===== src/rtl/srl_map.vh =====
// Constants for the secure reset, loader and tamper control block
`ifndef SRL_MAP_VH
`define SRL_MAP_VH
`define SRL_CLK_PERIOD_NS 100
`define SRL_KEY_W 64
`define SRL_VEC_DEPTH 48
`define SRL_VEC_AW 6
`define SRL_VEC_LAST 6'h2F
`define SRL_LOADER_MIN_CLKS 48
`define SRL_LOCK_RST 1'b0
`define SRL_KEY_RST 64'h0000000000000000
`define SRL_ST_RUN 2'h0
`define SRL_ST_RESET 2'h1
`define SRL_ST_LOADER 2'h2
`define SRL_ST_ERASE 2'h3
`endif


===== src/rtl/srl_ctrl.v =====
// Reset, bootstrap entry, memory size and tamper erase control
`timescale 1ns/100ps
`include "srl_map.vh"
module srl_ctrl
(
  input wire ref_clk,
  input wire rstn,
  input wire reset_in,
  input wire loader_request,
  input wire low_supply_reset_in,
  input wire supply_below_min,
  input wire supply_below_backup,
  input wire tamper_destruct_input,
  input wire key_probe_detect,
  input wire memory_size_select,
  input wire lock_clear_req,
  input wire lock_set_req,
  input wire key_load_req,
  input wire [63:0] rng_key,
  input wire mem_req,
  input wire mem_loader_request,
  input wire [15:0] mem_addr,
  input wire vec_we,
  input wire [5:0] vec_addr,
  input wire [7:0] vec_wdata,
  output reg [7:0] vec_rdata,
  output reg core_reset,
  output reg loader_active,
  output reg low_supply_reset_out,
  output reg low_supply_reset_oe,
  output reg backup_active_flag,
  output reg backed_supply_output,
  output reg erase_busy,
  output reg lock_state,
  output reg [63:0] key_word,
  output reg [14:0] sram_addr,
  output reg sram_select_one,
  output reg sram_select_two,
  output reg sram_select_three,
  output reg sram_select_four
);
  // Two-stage synchronizers; first stage read only by the second
  reg [1:0] rst_sync_q;
  reg [1:0] ldr_sync_q;
  reg [1:0] lsr_sync_q;
  reg [1:0] tmp_sync_q;
  // Mode, erase pointer and edge history
  reg ldr_prev_q;
  reg [1:0] state_q;
  reg [1:0] state_d;
  reg [5:0] erase_ptr_q;
  reg tamper_latch_q;
  reg boot_seen_q;
  // Decoded events and memory port nets
  wire rst_s;
  wire ldr_s;
  wire lsr_low_s;
  wire tmp_s;
  wire ldr_fall;
  wire any_reset;
  wire start_erase;
  wire [7:0] ram_rdata;
  wire ram_we;
  wire [5:0] ram_waddr;
  wire [7:0] ram_wdata;

  // Decode a 32kB block number into active-low selects
  function [3:0] blk_sel;
    input [1:0] blk;
    begin
      blk_sel = ~(4'h1 << blk);
    end
  endfunction

  // True while the mode owns the vector memory for wiping
  function is_erase;
    input [1:0] st;
    begin
      is_erase = (st == `SRL_ST_ERASE);
    end
  endfunction

  always @(posedge ref_clk or negedge rstn)
  begin
    if (!rstn)
    begin
      // Reset pin taken as active until it has passed both stages
      rst_sync_q <= 2'h3;
      ldr_sync_q <= 2'h3; // Pull-up idles high
      lsr_sync_q <= 2'h3;
      tmp_sync_q <= 2'h0;
    end
    else
    begin
      rst_sync_q <= {rst_sync_q[0], reset_in};
      ldr_sync_q <= {ldr_sync_q[0], loader_request};
      lsr_sync_q <= {lsr_sync_q[0], low_supply_reset_in};
      tmp_sync_q <= {tmp_sync_q[0], tamper_destruct_input};
    end
  end

  // Synchronized levels and the loader edge
  assign rst_s = rst_sync_q[1];
  assign ldr_s = ldr_sync_q[1];
  assign lsr_low_s = ~lsr_sync_q[1];
  assign tmp_s = tmp_sync_q[1];
  assign ldr_fall = ldr_prev_q & ~ldr_s;
  // Own pin low counts as reset too, so peers and self stay in step
  assign any_reset = rst_s | lsr_low_s | supply_below_min;
  // Probe detection treated like tamper: key cannot survive it
  assign start_erase = tmp_s | key_probe_detect | lock_clear_req;

  // Edge history on the synchronized request; the hold time is the
  // requester's duty, so entry is not gated on a low-level count
  always @(posedge ref_clk or negedge rstn)
  begin
    if (!rstn)
    begin
      // Starts high like the pulled-up pin, so reset gives no false edge
      ldr_prev_q <= 1'b1;
      boot_seen_q <= 1'b0;
    end
    else
    begin
      ldr_prev_q <= ldr_s;
      boot_seen_q <= 1'b1;
    end
  end

  // Mode sequencer; erase wins over all and reset cannot cut it short
  always @*
  begin
    state_d = state_q;
    case (state_q)
      `SRL_ST_RUN:
      begin
        // Reset outranks a loader request
        if (any_reset)
          state_d = `SRL_ST_RESET;
        else if (ldr_fall || !boot_seen_q && !ldr_s)
          state_d = `SRL_ST_LOADER;
      end
      `SRL_ST_RESET:
      begin
        // Request level at release picks loader or run
        if (!any_reset)
          state_d = ldr_s ? `SRL_ST_RUN : `SRL_ST_LOADER;
      end
      `SRL_ST_LOADER:
      begin
        // Loader ends when the request pin returns high
        if (any_reset)
          state_d = `SRL_ST_RESET;
        else if (ldr_s)
          state_d = `SRL_ST_RUN;
      end
      `SRL_ST_ERASE:
      begin
        // All bytes written and tamper gone before leaving
        if (erase_ptr_q == `SRL_VEC_LAST && !tamper_latch_q)
          state_d = any_reset ? `SRL_ST_RESET : `SRL_ST_RUN;
      end
      default:
        state_d = `SRL_ST_RESET;
    endcase
    // Any erase source overrides the choice above
    if (start_erase)
      state_d = `SRL_ST_ERASE;
  end

  // State, erase pointer, key and lock
  always @(posedge ref_clk or negedge rstn)
  begin
    if (!rstn)
    begin
      state_q <= `SRL_ST_RESET;
      erase_ptr_q <= 6'h0;
      tamper_latch_q <= 1'b0;
      key_word <= `SRL_KEY_RST;
      lock_state <= `SRL_LOCK_RST;
    end
    else
    begin
      state_q <= state_d;
      tamper_latch_q <= tmp_s;
      if (start_erase)
      begin
        key_word <= `SRL_KEY_RST;
        lock_state <= 1'b0;
        erase_ptr_q <= 6'h0;
      end
      else
      begin
        // Pointer walks once through the memory, then parks
        if (is_erase(state_q) && erase_ptr_q != `SRL_VEC_LAST)
          erase_ptr_q <= erase_ptr_q + 6'h1;
        // Key only from the generator, and only while unlocked in loader
        if (key_load_req && !lock_state && state_q == `SRL_ST_LOADER)
          key_word <= rng_key;
        // Lock can only be set from the loader
        if (lock_set_req && state_q == `SRL_ST_LOADER)
          lock_state <= 1'b1;
      end
    end
  end

  // Erase writes zero to every byte; user writes blocked meanwhile
  assign ram_we = is_erase(state_q) | (vec_we & (state_q != `SRL_ST_RESET));
  assign ram_waddr = is_erase(state_q) ? erase_ptr_q : vec_addr;
  assign ram_wdata = is_erase(state_q) ? 8'h00 : vec_wdata;

  // One write port shared by wiping and user writes
  srl_vec_ram u_vec
  (
    .ref_clk(ref_clk),
    .we(ram_we),
    .waddr(ram_waddr),
    .wdata(ram_wdata),
    .raddr(vec_addr),
    .rdata(ram_rdata)
  );

  // Pins and status; every output is a flip-flop
  always @(posedge ref_clk or negedge rstn)
  begin
    if (!rstn)
    begin
      vec_rdata <= 8'h00;
      core_reset <= 1'b1;
      loader_active <= 1'b0;
      low_supply_reset_out <= 1'b0;
      low_supply_reset_oe <= 1'b0;
      backup_active_flag <= 1'b1;
      backed_supply_output <= 1'b0;
      erase_busy <= 1'b0;
      sram_addr <= 15'h0000;
      sram_select_one <= 1'b1;
      sram_select_two <= 1'b1;
      sram_select_three <= 1'b1;
      sram_select_four <= 1'b1;
    end
    else
    begin
      // Reads masked while state_q is erase; if vec_addr is 47, its old byte shows the cycle after erase ends
      vec_rdata <= is_erase(state_q) ? 8'h00 : ram_rdata;
      core_reset <= (state_d == `SRL_ST_RESET) | is_erase(state_d);
      loader_active <= (state_d == `SRL_ST_LOADER);
      // Open drain: pin data always low, only the enable moves
      low_supply_reset_out <= 1'b0;
      low_supply_reset_oe <= supply_below_min & core_reset;
      // Switchover flag follows the lithium level; backed supply follows it too but also drops on tamper
      backup_active_flag <= ~supply_below_backup;
      backed_supply_output <= ~tmp_s & ~supply_below_backup;
      erase_busy <= is_erase(state_d);
      sram_addr <= mem_addr[14:0];
      // Selects parked high on low backup supply, and otherwise unless a live access in run or loader
      if (supply_below_backup || !mem_req || state_q != `SRL_ST_RUN
          && state_q != `SRL_ST_LOADER)
      begin
        sram_select_one <= 1'b1;
        sram_select_two <= 1'b1;
        sram_select_three <= 1'b1;
        sram_select_four <= 1'b1;
      end
      else if (memory_size_select)
      begin
        // Program in first 64kB, data in second: four 32kB parts
        {sram_select_four, sram_select_three, sram_select_two, sram_select_one}
          <= blk_sel({~mem_loader_request, mem_addr[15]});
      end
      else
      begin
        // One 128kB part: select two/three become A16/A15
        sram_select_one <= 1'b0;
        sram_select_two <= ~mem_loader_request;
        sram_select_three <= mem_addr[15];
        sram_select_four <= 1'b1;
      end
    end
  end
endmodule // srl_ctrl


===== src/rtl/srl_vec_ram.v =====
// Vector memory of 48 bytes with registered read data
`timescale 1ns/100ps
module srl_vec_ram
(
  input wire ref_clk,
  input wire we,
  input wire [5:0] waddr,
  input wire [7:0] wdata,
  input wire [5:0] raddr,
  output reg [7:0] rdata
);
  reg [7:0] mem [0:47];

  // Write port and registered read; no reset so it maps to plain RAM
  always @(posedge ref_clk)
  begin
    if (we)
      mem[waddr] <= wdata;
    rdata <= mem[raddr];
  end
endmodule // srl_vec_ram


===== config.mk =====
export PLATFORM = sky130hd
export DESIGN_NAME = srl_ctrl
export DESIGN_NICKNAME = d
export VERILOG_FILES = /design/src/rtl/srl_ctrl.v /design/src/rtl/srl_vec_ram.v
export VERILOG_INCLUDE_DIRS = /design/src /design/src/rtl
export SDC_FILE = /design/constraint.sdc
export NUM_CORES = 1
export LEC_CHECK = 0
export ABC_AREA = 0
export BUFFER_PORTS_ARGS = -buffer_cell sky130_fd_sc_hd__buf_2
export CORE_MARGIN = 2
export CORE_UTILIZATION = 40
export DETAILED_ROUTE_END_ITERATION = 8
export PLACE_DENSITY = 0.62
export SETUP_SLACK_MARGIN = 0.4
export SLEW_MARGIN = 5
export SYNTH_ARGS = -nofsm -noshare
export SYNTH_HDL_FRONTEND = slang
export SYNTH_SLANG_ARGS = --single-unit

===== constraint.sdc =====
create_clock -name ref_clk -period 3.05 [get_ports ref_clk]
set_input_delay 0.915 -clock ref_clk [delete_from_list [all_inputs] [get_ports ref_clk]]
set_output_delay 0.915 -clock ref_clk [all_outputs]
set_load 0.02 [all_outputs]

Yosys cells after proc, flatten, opt, wreduce, memory -nomap -nowiden. Memories as Yosys holds them, arrays and structs flattened. A register that Yosys moved wholly into a read port is not among the register bits. Cells that the tools add are included.

Output and inout port bits: 99. Memories kept: 1. Logic and storage cells: 101. Bits in registers: 117. Input bits: 110. Memory bits (writable): 384.

Shift operators: 1. Bitwise gates (word level): 16. Muxes and demuxes: 29. $add $sub $neg: 1. Reductions and logical operators: 20. Equal/unequal tests: 10.

Memory list: u_vec.mem (words 48, bits a word 8, read ports 1, clocked after memory_dff 1, write ports 1, RTL line srl_vec_ram.v:12) `reg [7:0] mem [0:47];`.

Operator list (count): $mux W64 (2); $mux W6 (3); $mux W2 (8); $mux W8 (2); $mux W1 (13); $eq A2 B2 Y1 const B (4); $pmux W2 S4 (1); $reduce_bool A2 Y1 (4); $logic_and A1 B1 Y1 (7); $add A6 B1 Y6 const B (1); $eq A6 B6 Y1 const B (1); $ne A6 B6 Y1 const B (1); $or A1 B1 Y1 (6); $logic_not A1 Y1 (5); $not A1 Y1 (5); $and A1 B1 Y1 (4); $eq A2 B1 Y1 const B (2); $not A4 Y4 (1); $shl A1 B2 Y4 const A (1); $logic_or A1 B1 Y1 (3); $logic_not A2 Y1 (1); $ne A2 B1 Y1 const B (1); $ne A2 B2 Y1 const B (1).

Depth between registers and ports, before layout. Gate-level depths: netlist (run 1).

Depth after elaboration: 9. Gate-level depth with buffers: 9. Gate-level depth less buffers: 6.

Cells and area by module. A second synthesis (run 1) with hierarchy kept.

Cell total of the unflattened synthesis: 1211. Area total of the unflattened synthesis: 19731.4 um2.

Modules (own cells, without submodules): srl_vec_ram (area each 15349.7 um2, times used 1, sequential area each 11691.2 um2, cells an instance 793); srl_ctrl (area each 4381.7 um2, times used 1, sequential area each 2919.0 um2, cells an instance 418).

Least setup slack after synthesis (run 1). Ideal clock, no wire load.

Path type: input to register. Start point: in vec_addr[1]. End point: mem u_vec.mem[4][0] (enable). Data required time: 2.680 ns. Stages: 9. Path buffers: 4. Arrival time: 2.462 ns. Setup time: 0.370 ns. Path slack: 0.218 ns. Cell sequence: buf_2 nor2b_1 clkbuf_1 buf_2 buf_2 nand2_1 o21ai_0 nand2_1 nor2_1.

Word-level cells in the longest chain between the ends: 1.

RTL lines: start, declared (RTL line srl_ctrl.v:24) `input wire [5:0] vec_addr,`; $mux W6 (RTL line srl_ctrl.v:209) `assign ram_waddr = is_erase(state_q) ? erase_ptr_q : vec_addr;`; end, declared (RTL line srl_vec_ram.v:12).

No other way between the ends.

Worst setup path after layout (run 1).
Start point: reg state_q[0]. End point: mem u_vec.mem[16][0] (enable).

Word-level cells in the longest chain between the ends: 5. Elaborated cells on any way between the ends: 7. Classes of those cells: eq/ne: 2; mux: 3; bitwise: 2.

RTL lines: start, declared (RTL line srl_ctrl.v:49) `reg [1:0] state_q;`; start signal, assigned (RTL line srl_ctrl.v:176) `` state_q <= `SRL_ST_RESET; ``; start signal, assigned (RTL line srl_ctrl.v:184) `state_q <= state_d;`; $ne A2 B1 Y1 (no line); $and A1 B1 Y1 (RTL line srl_ctrl.v:208) `` assign ram_we = is_erase(state_q) | (vec_we & (state_q != `SRL_ST_RESET)); ``; $or A1 B1 Y1 (RTL line srl_ctrl.v:208); $mux W1 (RTL line srl_vec_ram.v:17) `if (we)`; $mux W1 (implied by the code) (RTL line srl_vec_ram.v:18) `mem[waddr] <= wdata;`.

Parallel ways exist; a longest one is shown, timed or not.

==> reports/qor.txt, run 1 <==
Core area - 48700 um^2
Arrival @ worst endpoint - 2.80 ns
CP top delay family - simple AND/OR/NAND/NOR gates
Post-synth EDFFs - 384
Minimum clock period - 2.57 ns
Commonest cells after routing, fill and taps aside - 384 x edfxtp_1, 205 x buf_2, 163 x nand2_1
Clk slew on worst S/H paths - 0.06 ns
Max_slew headroom - 49.3%
Max Root-Sink Buffers - 3
Asr flop ratio synth - 22.8%
DR vias/cell - 5.15
Sequential area share after synthesis - 74.1%
Port Buffers - 207
Maximum clock rate - 0.389 GHz
Post-DRT Antenna Nets - 0
Residual DRC count - 0
Crit path capture type - flop
Total wire length - 47800 um
Clk_lat worst skew - 0.60 ns
Starting Density - 40.4%
Critical-path top delay cell - dfstp_2
Antenna violations before repair - 2
CP max FO - 12
Hold Path Class - input pin to async pin
Crit-path cells - nand2_1 -> buf_4 -> o31ai_1 -> nand2_1 -> buf_4 -> nor2_2
I/O Pins - 209
Synth Warn # - 0
Mean Syn Cell Area - 16.2 um^2
WL/cell - 21.7 um
RSZ-0062 raised after global routing - yes
DRT Pass-1 Iters - 7
Final max-slew violation count - 0
Worst slew pin tran - 0.761 ns
CTS H-tree lvls - 2
Global route overflow - 0
Netlist cell types - 47
Net Count, Synth - 1329
Final Hold Viols - 0
# clock sinks - 508
Buf+Inv Stages, Crit Path - 2
Max Clock Skew - 0.0234 ns
Die height - 226 um
Vias in the first global route - 11800
GPL Wtd Cong - 0.831
Synthesis-to-finish area growth - 20.9%
HPWL Detailed - 32000 um
Tot Pwr - 0.0143 W
Post-Syn Instances - 1218
Synthesized cell area - 19700 um^2
Largest area contributor in the netlist - edfxtp_1
Peak supply drop - 0.463 mV
Status - completed
CP required - 3.28 ns
Setup violators final - 0
Setup tns final - 0 ns
Buffers inserted by post-CTS timing repair - 0
LEAKAGE - 8.60 nW
Max incr delay on CP - 0.61 ns
Vias - 11300
Site Rows - 81
Die Footprint - 51100 um^2
Total CTS buffers - 52
Ys flop type - edfxtp_1
Top-area cell type share of the netlist area - 58.5%
Layout cells sized above 1 - 32.1%
Max-cap violations - 0
Final period utilization - 84.2%
CTS tree - done
Power Density - 599 nW/um^2
Die W - 226 um
Register bit total from synthesis - 508
Commonest non-fill, non-tap cell in the layout - edfxtp_1
Root Driver - clkbuf_16
Detailed Route Iter0 Violations - 892
NumNets Final - 1600
Crit start category - flop
GR Util All Layers - 19.0%
Largest net degree at the start of global routing - 72
Global-route wire length before repair - 71400 um
WS Path Type - flop to flop
Dominant cells by area after synthesis - edfxtp_1 59%, dfrtp_1 13%, mux2i_1 6.6%
==> what timing repair did <==
action	CTS	global route
hold buffers	0	0
setup endpoints to repair	0	90
resized for setup	0	7
==> where the power goes <==
| group | switching [W] | internal [W] | total [W] | leakage, nW |
|---|---|---|---|---|
| logic | 0.000315 | 0.000247 | 0.000562 | 3.00 |
| clock network | 0.00256 | 0.00374 | 0.00630 | 0.839 |
| registers | 0.0000221 | 0.00741 | 0.00743 | 4.76 |
==> cell usage after synthesis, drive strengths merged (2+ instances only) <==
cell type / number
o21a: 3
nand2b: 8
nand4: 3
mux4: 40
dfrtp: 103
a21oi: 83
nor2b: 2
a22oi: 32
buf: 40
a22o: 16
dfstp: 13
o31ai: 3
xor2: 2
mux2i: 129
xnor2: 3
or3: 2
a221oi: 16
nor2: 59
nand3b: 3
nand2: 164
clkbuf: 34
o22ai: 8
o21ai: 7
o41ai: 8
inv: 4
and2: 20
dfxtp: 8
edfxtp: 384
nor3: 2
nand3: 5
conb: 2
==> cells by family after synthesis <==
family                     Yosys count  synth area share (%)
adders and majority gates            1                0.0635
other                                2                0.0381
AOI/OAI and AO/OA                  181                  6.41
buffers and inverters               78                  2.15
muxes                              169                  11.1
and+or+nand+nor                    274                  5.87
DFF                                508                  74.1
xor gates and xnor gates             5                 0.222
==> cell type report <==
type	count	area, um^2
flip-flops and latches	508	14600
multi-input cells	632	4840
clock buffers	85	1560
fillers	4150	24900
repair buffers	291	1830
inverters	4	15.0
well taps	664	831
diodes	1	2.50
clock inverters	12	153
==> sequential cells by signal, summed over array words and instances (netlist names) <==
name / flops
sram_select_three: 1
tmp_sync_q: 2
loader_active: 1
sram_select_one: 1
rst_sync_q: 2
lsr_sync_q: 2
lock_state: 1
u_vec.mem: 384
sram_select_four: 1
key_word: 64
erase_busy: 1
vec_rdata: 8
low_supply_reset_oe: 1
u_vec.rdata: 8
ldr_sync_q: 2
boot_seen_q: 1
sram_addr: 15
tamper_latch_q: 1
backed_supply_output: 1
sram_select_two: 1
erase_ptr_q: 6
ldr_prev_q: 1
backup_active_flag: 1
state_q: 2
==> stage by stage <==
stage          instances  setup WS, ns  area (um^2)  utilization [%]  hold WS, ns
5_1_grt             2196         0.345        23800             48.9        0.324
4_1_cts             2196         0.405        23800             48.8        0.307
3_5_place_dp        2099        0.0848        22100             45.3        0.337
6_report            2197         0.481        23800             48.9        0.300
3_3_place_gp        2099         0.106        22100             45.3        0.334
2_1_floorplan       1218         0.285        19800                -        0.331
==> final timing paths <==
check	start	to	slack (ns)	depth (start not counted)
max in group asynchronous	rstn	sram_select_one$_DFF_PN1_	1.92	2
min	rstn	key_word[53]$_DFFE_PN0P_	0.30	1
min reg2reg	tmp_sync_q[0]$_DFF_PN0_	tmp_sync_q[1]$_DFF_PN0_	0.35	0
min in group ref_clk	tmp_sync_q[0]$_DFF_PN0_	tmp_sync_q[1]$_DFF_PN0_	0.35	0
max	state_q[0]$_DFF_PN1_	u_vec.mem[16][0]$_DFFE_PP_	0.48	6
max reg2reg	state_q[0]$_DFF_PN1_	u_vec.mem[16][0]$_DFFE_PP_	0.48	6
==> routing by layer <==
metal	vias up	GRT usage [%]	share of wire (%)
met5	-	0	0
met4	0	7.11	2.8
met3	68	3.68	6.6
met2	417	32.7	50
met1	5680	23.8	40
li1	5147	-	-
(Power assumes the default switching activity.)
==> inputs of run 2 (changes only) <==
clock period = 2.5 ns   (was 3.05 ns; I/O delays follow)
==> run 2 against run 1 <==
Net effect:
- register-to-register slack worse by 0.08 ns
- hold slack got worse by 0.24 ns
- via count grew 1.6%
- largest cell class unchanged
==> reports/qor.txt, run 2 (synthesized netlist as in run 1, its figures left out) <==
Antenna violations before repair - 1
Status - completed
Design Area, Final - 24500 um^2
CTS tree - done
HPWL Detailed - 31100 um
Met2 Routed Length - 23500 um
Max Clock Skew - 0.0230 ns
Clk slew on worst S/H paths - 0.06 ns
Arrival @ worst endpoint - 1.37 ns
Clk_lat worst skew - 0.60 ns
Tot Pwr - 0.0172 W
Global-route wire length before repair - 72800 um
Root Driver - clkbuf_16
Final Util - 50.3%
Die W - 226 um
Synthesis-to-finish area growth - 24.4%
Setup violators final - 0
Die height - 226 um
Hold Path Class - input pin to async pin
I/O Pins - 209
WS Path Type - flop to primary output
Crit start category - flop
CP max FO - 4
Critical-path top delay cell - dfstp_2
Final period utilization - 84.7%
Residual DRC count - 0
Core area - 48700 um^2
GPL Wtd Cong - 0.840
Total CTS buffers - 50
Power Density - 701 nW/um^2
DR top layer - met4
Min Hold Slack - 0.0565 ns
Crit-path cells - buf_6 -> buf_6
Worst r2r src - state_q[0]$_DFF_PN1_
Peak supply drop - 0.605 mV
CP required - 1.75 ns
Max-cap violations - 0
Minimum clock period - 2.12 ns
Max_slew headroom - 21.7%
Vias - 11500
Maximum clock rate - 0.472 GHz
GR Util All Layers - 19.3%
CTS H-tree lvls - 2
Final max-slew violation count - 0
RSZ-0062 raised after global routing - yes
Commonest non-fill, non-tap cell in the layout - edfxtp_1
Port Buffers - 207
Max incr delay on CP - 0.57 ns
Layout cells sized above 1 - 34.2%
Sequential power share - 52.7%
Max Root-Sink Buffers - 3
Setup tns final - 0 ns
Most flop-heavy register - u_vec.mem
Post-DRT Antenna Nets - 0
CP top delay family - flip-flops
Switching power - 0.00355 W
Largest net degree at the start of global routing - 72
Die Footprint - 51100 um^2
Regs by FF count - u_vec.mem x384, key_word x64, sram_addr x15
Clock share of power - 43.1%
Most used cell, CP - buf_6
Global route overflow - 0
# clock sinks - 508
Worst slew pin tran - 1.17 ns
Buf+Inv Stages, Crit Path - 2
Final Hold Viols - 0
NumNets Final - 1633
LEAKAGE - 8.86 nW
DP Area - 22500 um^2
WL/cell - 21.6 um
Pint - 0.0136 W
Net Sw Frac - 20.7%
Crit path capture type - primary output
DR vias/cell - 5.16
Comb pwr share - 4.1%
Starting Density - 40.4%
Detailed Route Iter0 Violations - 793
Vias in the first global route - 11900
Number of flip-flops under the largest register name - 384
Routed length on met1 - 20100 um
Commonest cells after routing, fill and taps aside - 384 x edfxtp_1, 204 x buf_2, 153 x nand2_1
Total wire length - 48200 um
DRT Pass-1 Iters - 5
Site Rows - 81
WL met3 - 2870 um
Crit path launch - state_q[0]$_DFF_PN1_
-- run 2: final cells by class --
class / instances / area [um^2]
clock buffers: 68 / 1380
multi-input cells: 632 / 5070
repair buffers: 326 / 2370
flip-flops and latches: 508 / 14600
well taps: 664 / 831
diodes: 1 / 2.50
fillers: 4083 / 24200
inverters: 4 / 15.0
clock inverters: 25 / 249
-- run 2: worst register-to-register path: stages (launching register included) --
cell and delay, ns:
dfstp_2 0.57, nand2_2 0.14, buf_12 0.22, o31ai_4 0.26, nand2b_1 0.14, buf_12 0.17, nor2_1 0.12, buf_4 0.19
-- run 2: repair_timing --
action / in CTS / in global routing
endpoints found under the setup margin: 529 / 312
hold buffers: 0 / 0
pin swaps: 11 / 12
endpoints found under the hold margin: 0 / 0
gates resized for setup: 15 / 11
buffers inserted: 15 / 6
-- run 2: worst paths after layout --
| path | to | cells past startpoint | slack [ns] |
|---|---|---|---|
| max in group asynchronous | key_word[6]$_DFFE_PN0P_ | 2 | 1.82 |
| worst min-delay path | key_word[52]$_DFFE_PN0P_ | 1 | 0.06 |
| min in group ref_clk | lsr_sync_q[0]$_DFF_PN1_ | 1 | 0.26 |
| worst min register to register | tmp_sync_q[1]$_DFF_PN0_ | 0 | 0.35 |
| worst max-delay path | core_reset | 2 | 0.38 |
| worst max register to register | u_vec.mem[15][6]$_DFFE_PP_ | 7 | 0.40 |
-- run 2: per-layer routing --
layer,up-vias,GRT usage (%)
met5,-,0
li1,5228,-
met3,96,3.54
met4,0,7.09
met1,5767,25.9
met2,403,31.5
-- run 2: power groups by stage --
| stage | registers [W] | clock network [W] | logic, W |
|---|---|---|---|
| after floorplan | 0.00924 | 0 | 0.000402 |
| after global placement | 0.00923 | 0 | 0.000707 |
| after detailed placement | 0.00923 | 0 | 0.000714 |
| after CTS | 0.00906 | 0.00759 | 0.000719 |
| after global routing | 0.00905 | 0.00789 | 0.000765 |
| final | 0.00906 | 0.00741 | 0.000712 |
-- run 2: per-stage QoR --
step           cells  setup WS, ns
2_1_floorplan   1218        0.0280
3_3_place_gp    2113      -0.00708
4_1_cts         2221         0.313
3_5_place_dp    2113       -0.0670
6_report        2228         0.383
5_1_grt         2228         0.327
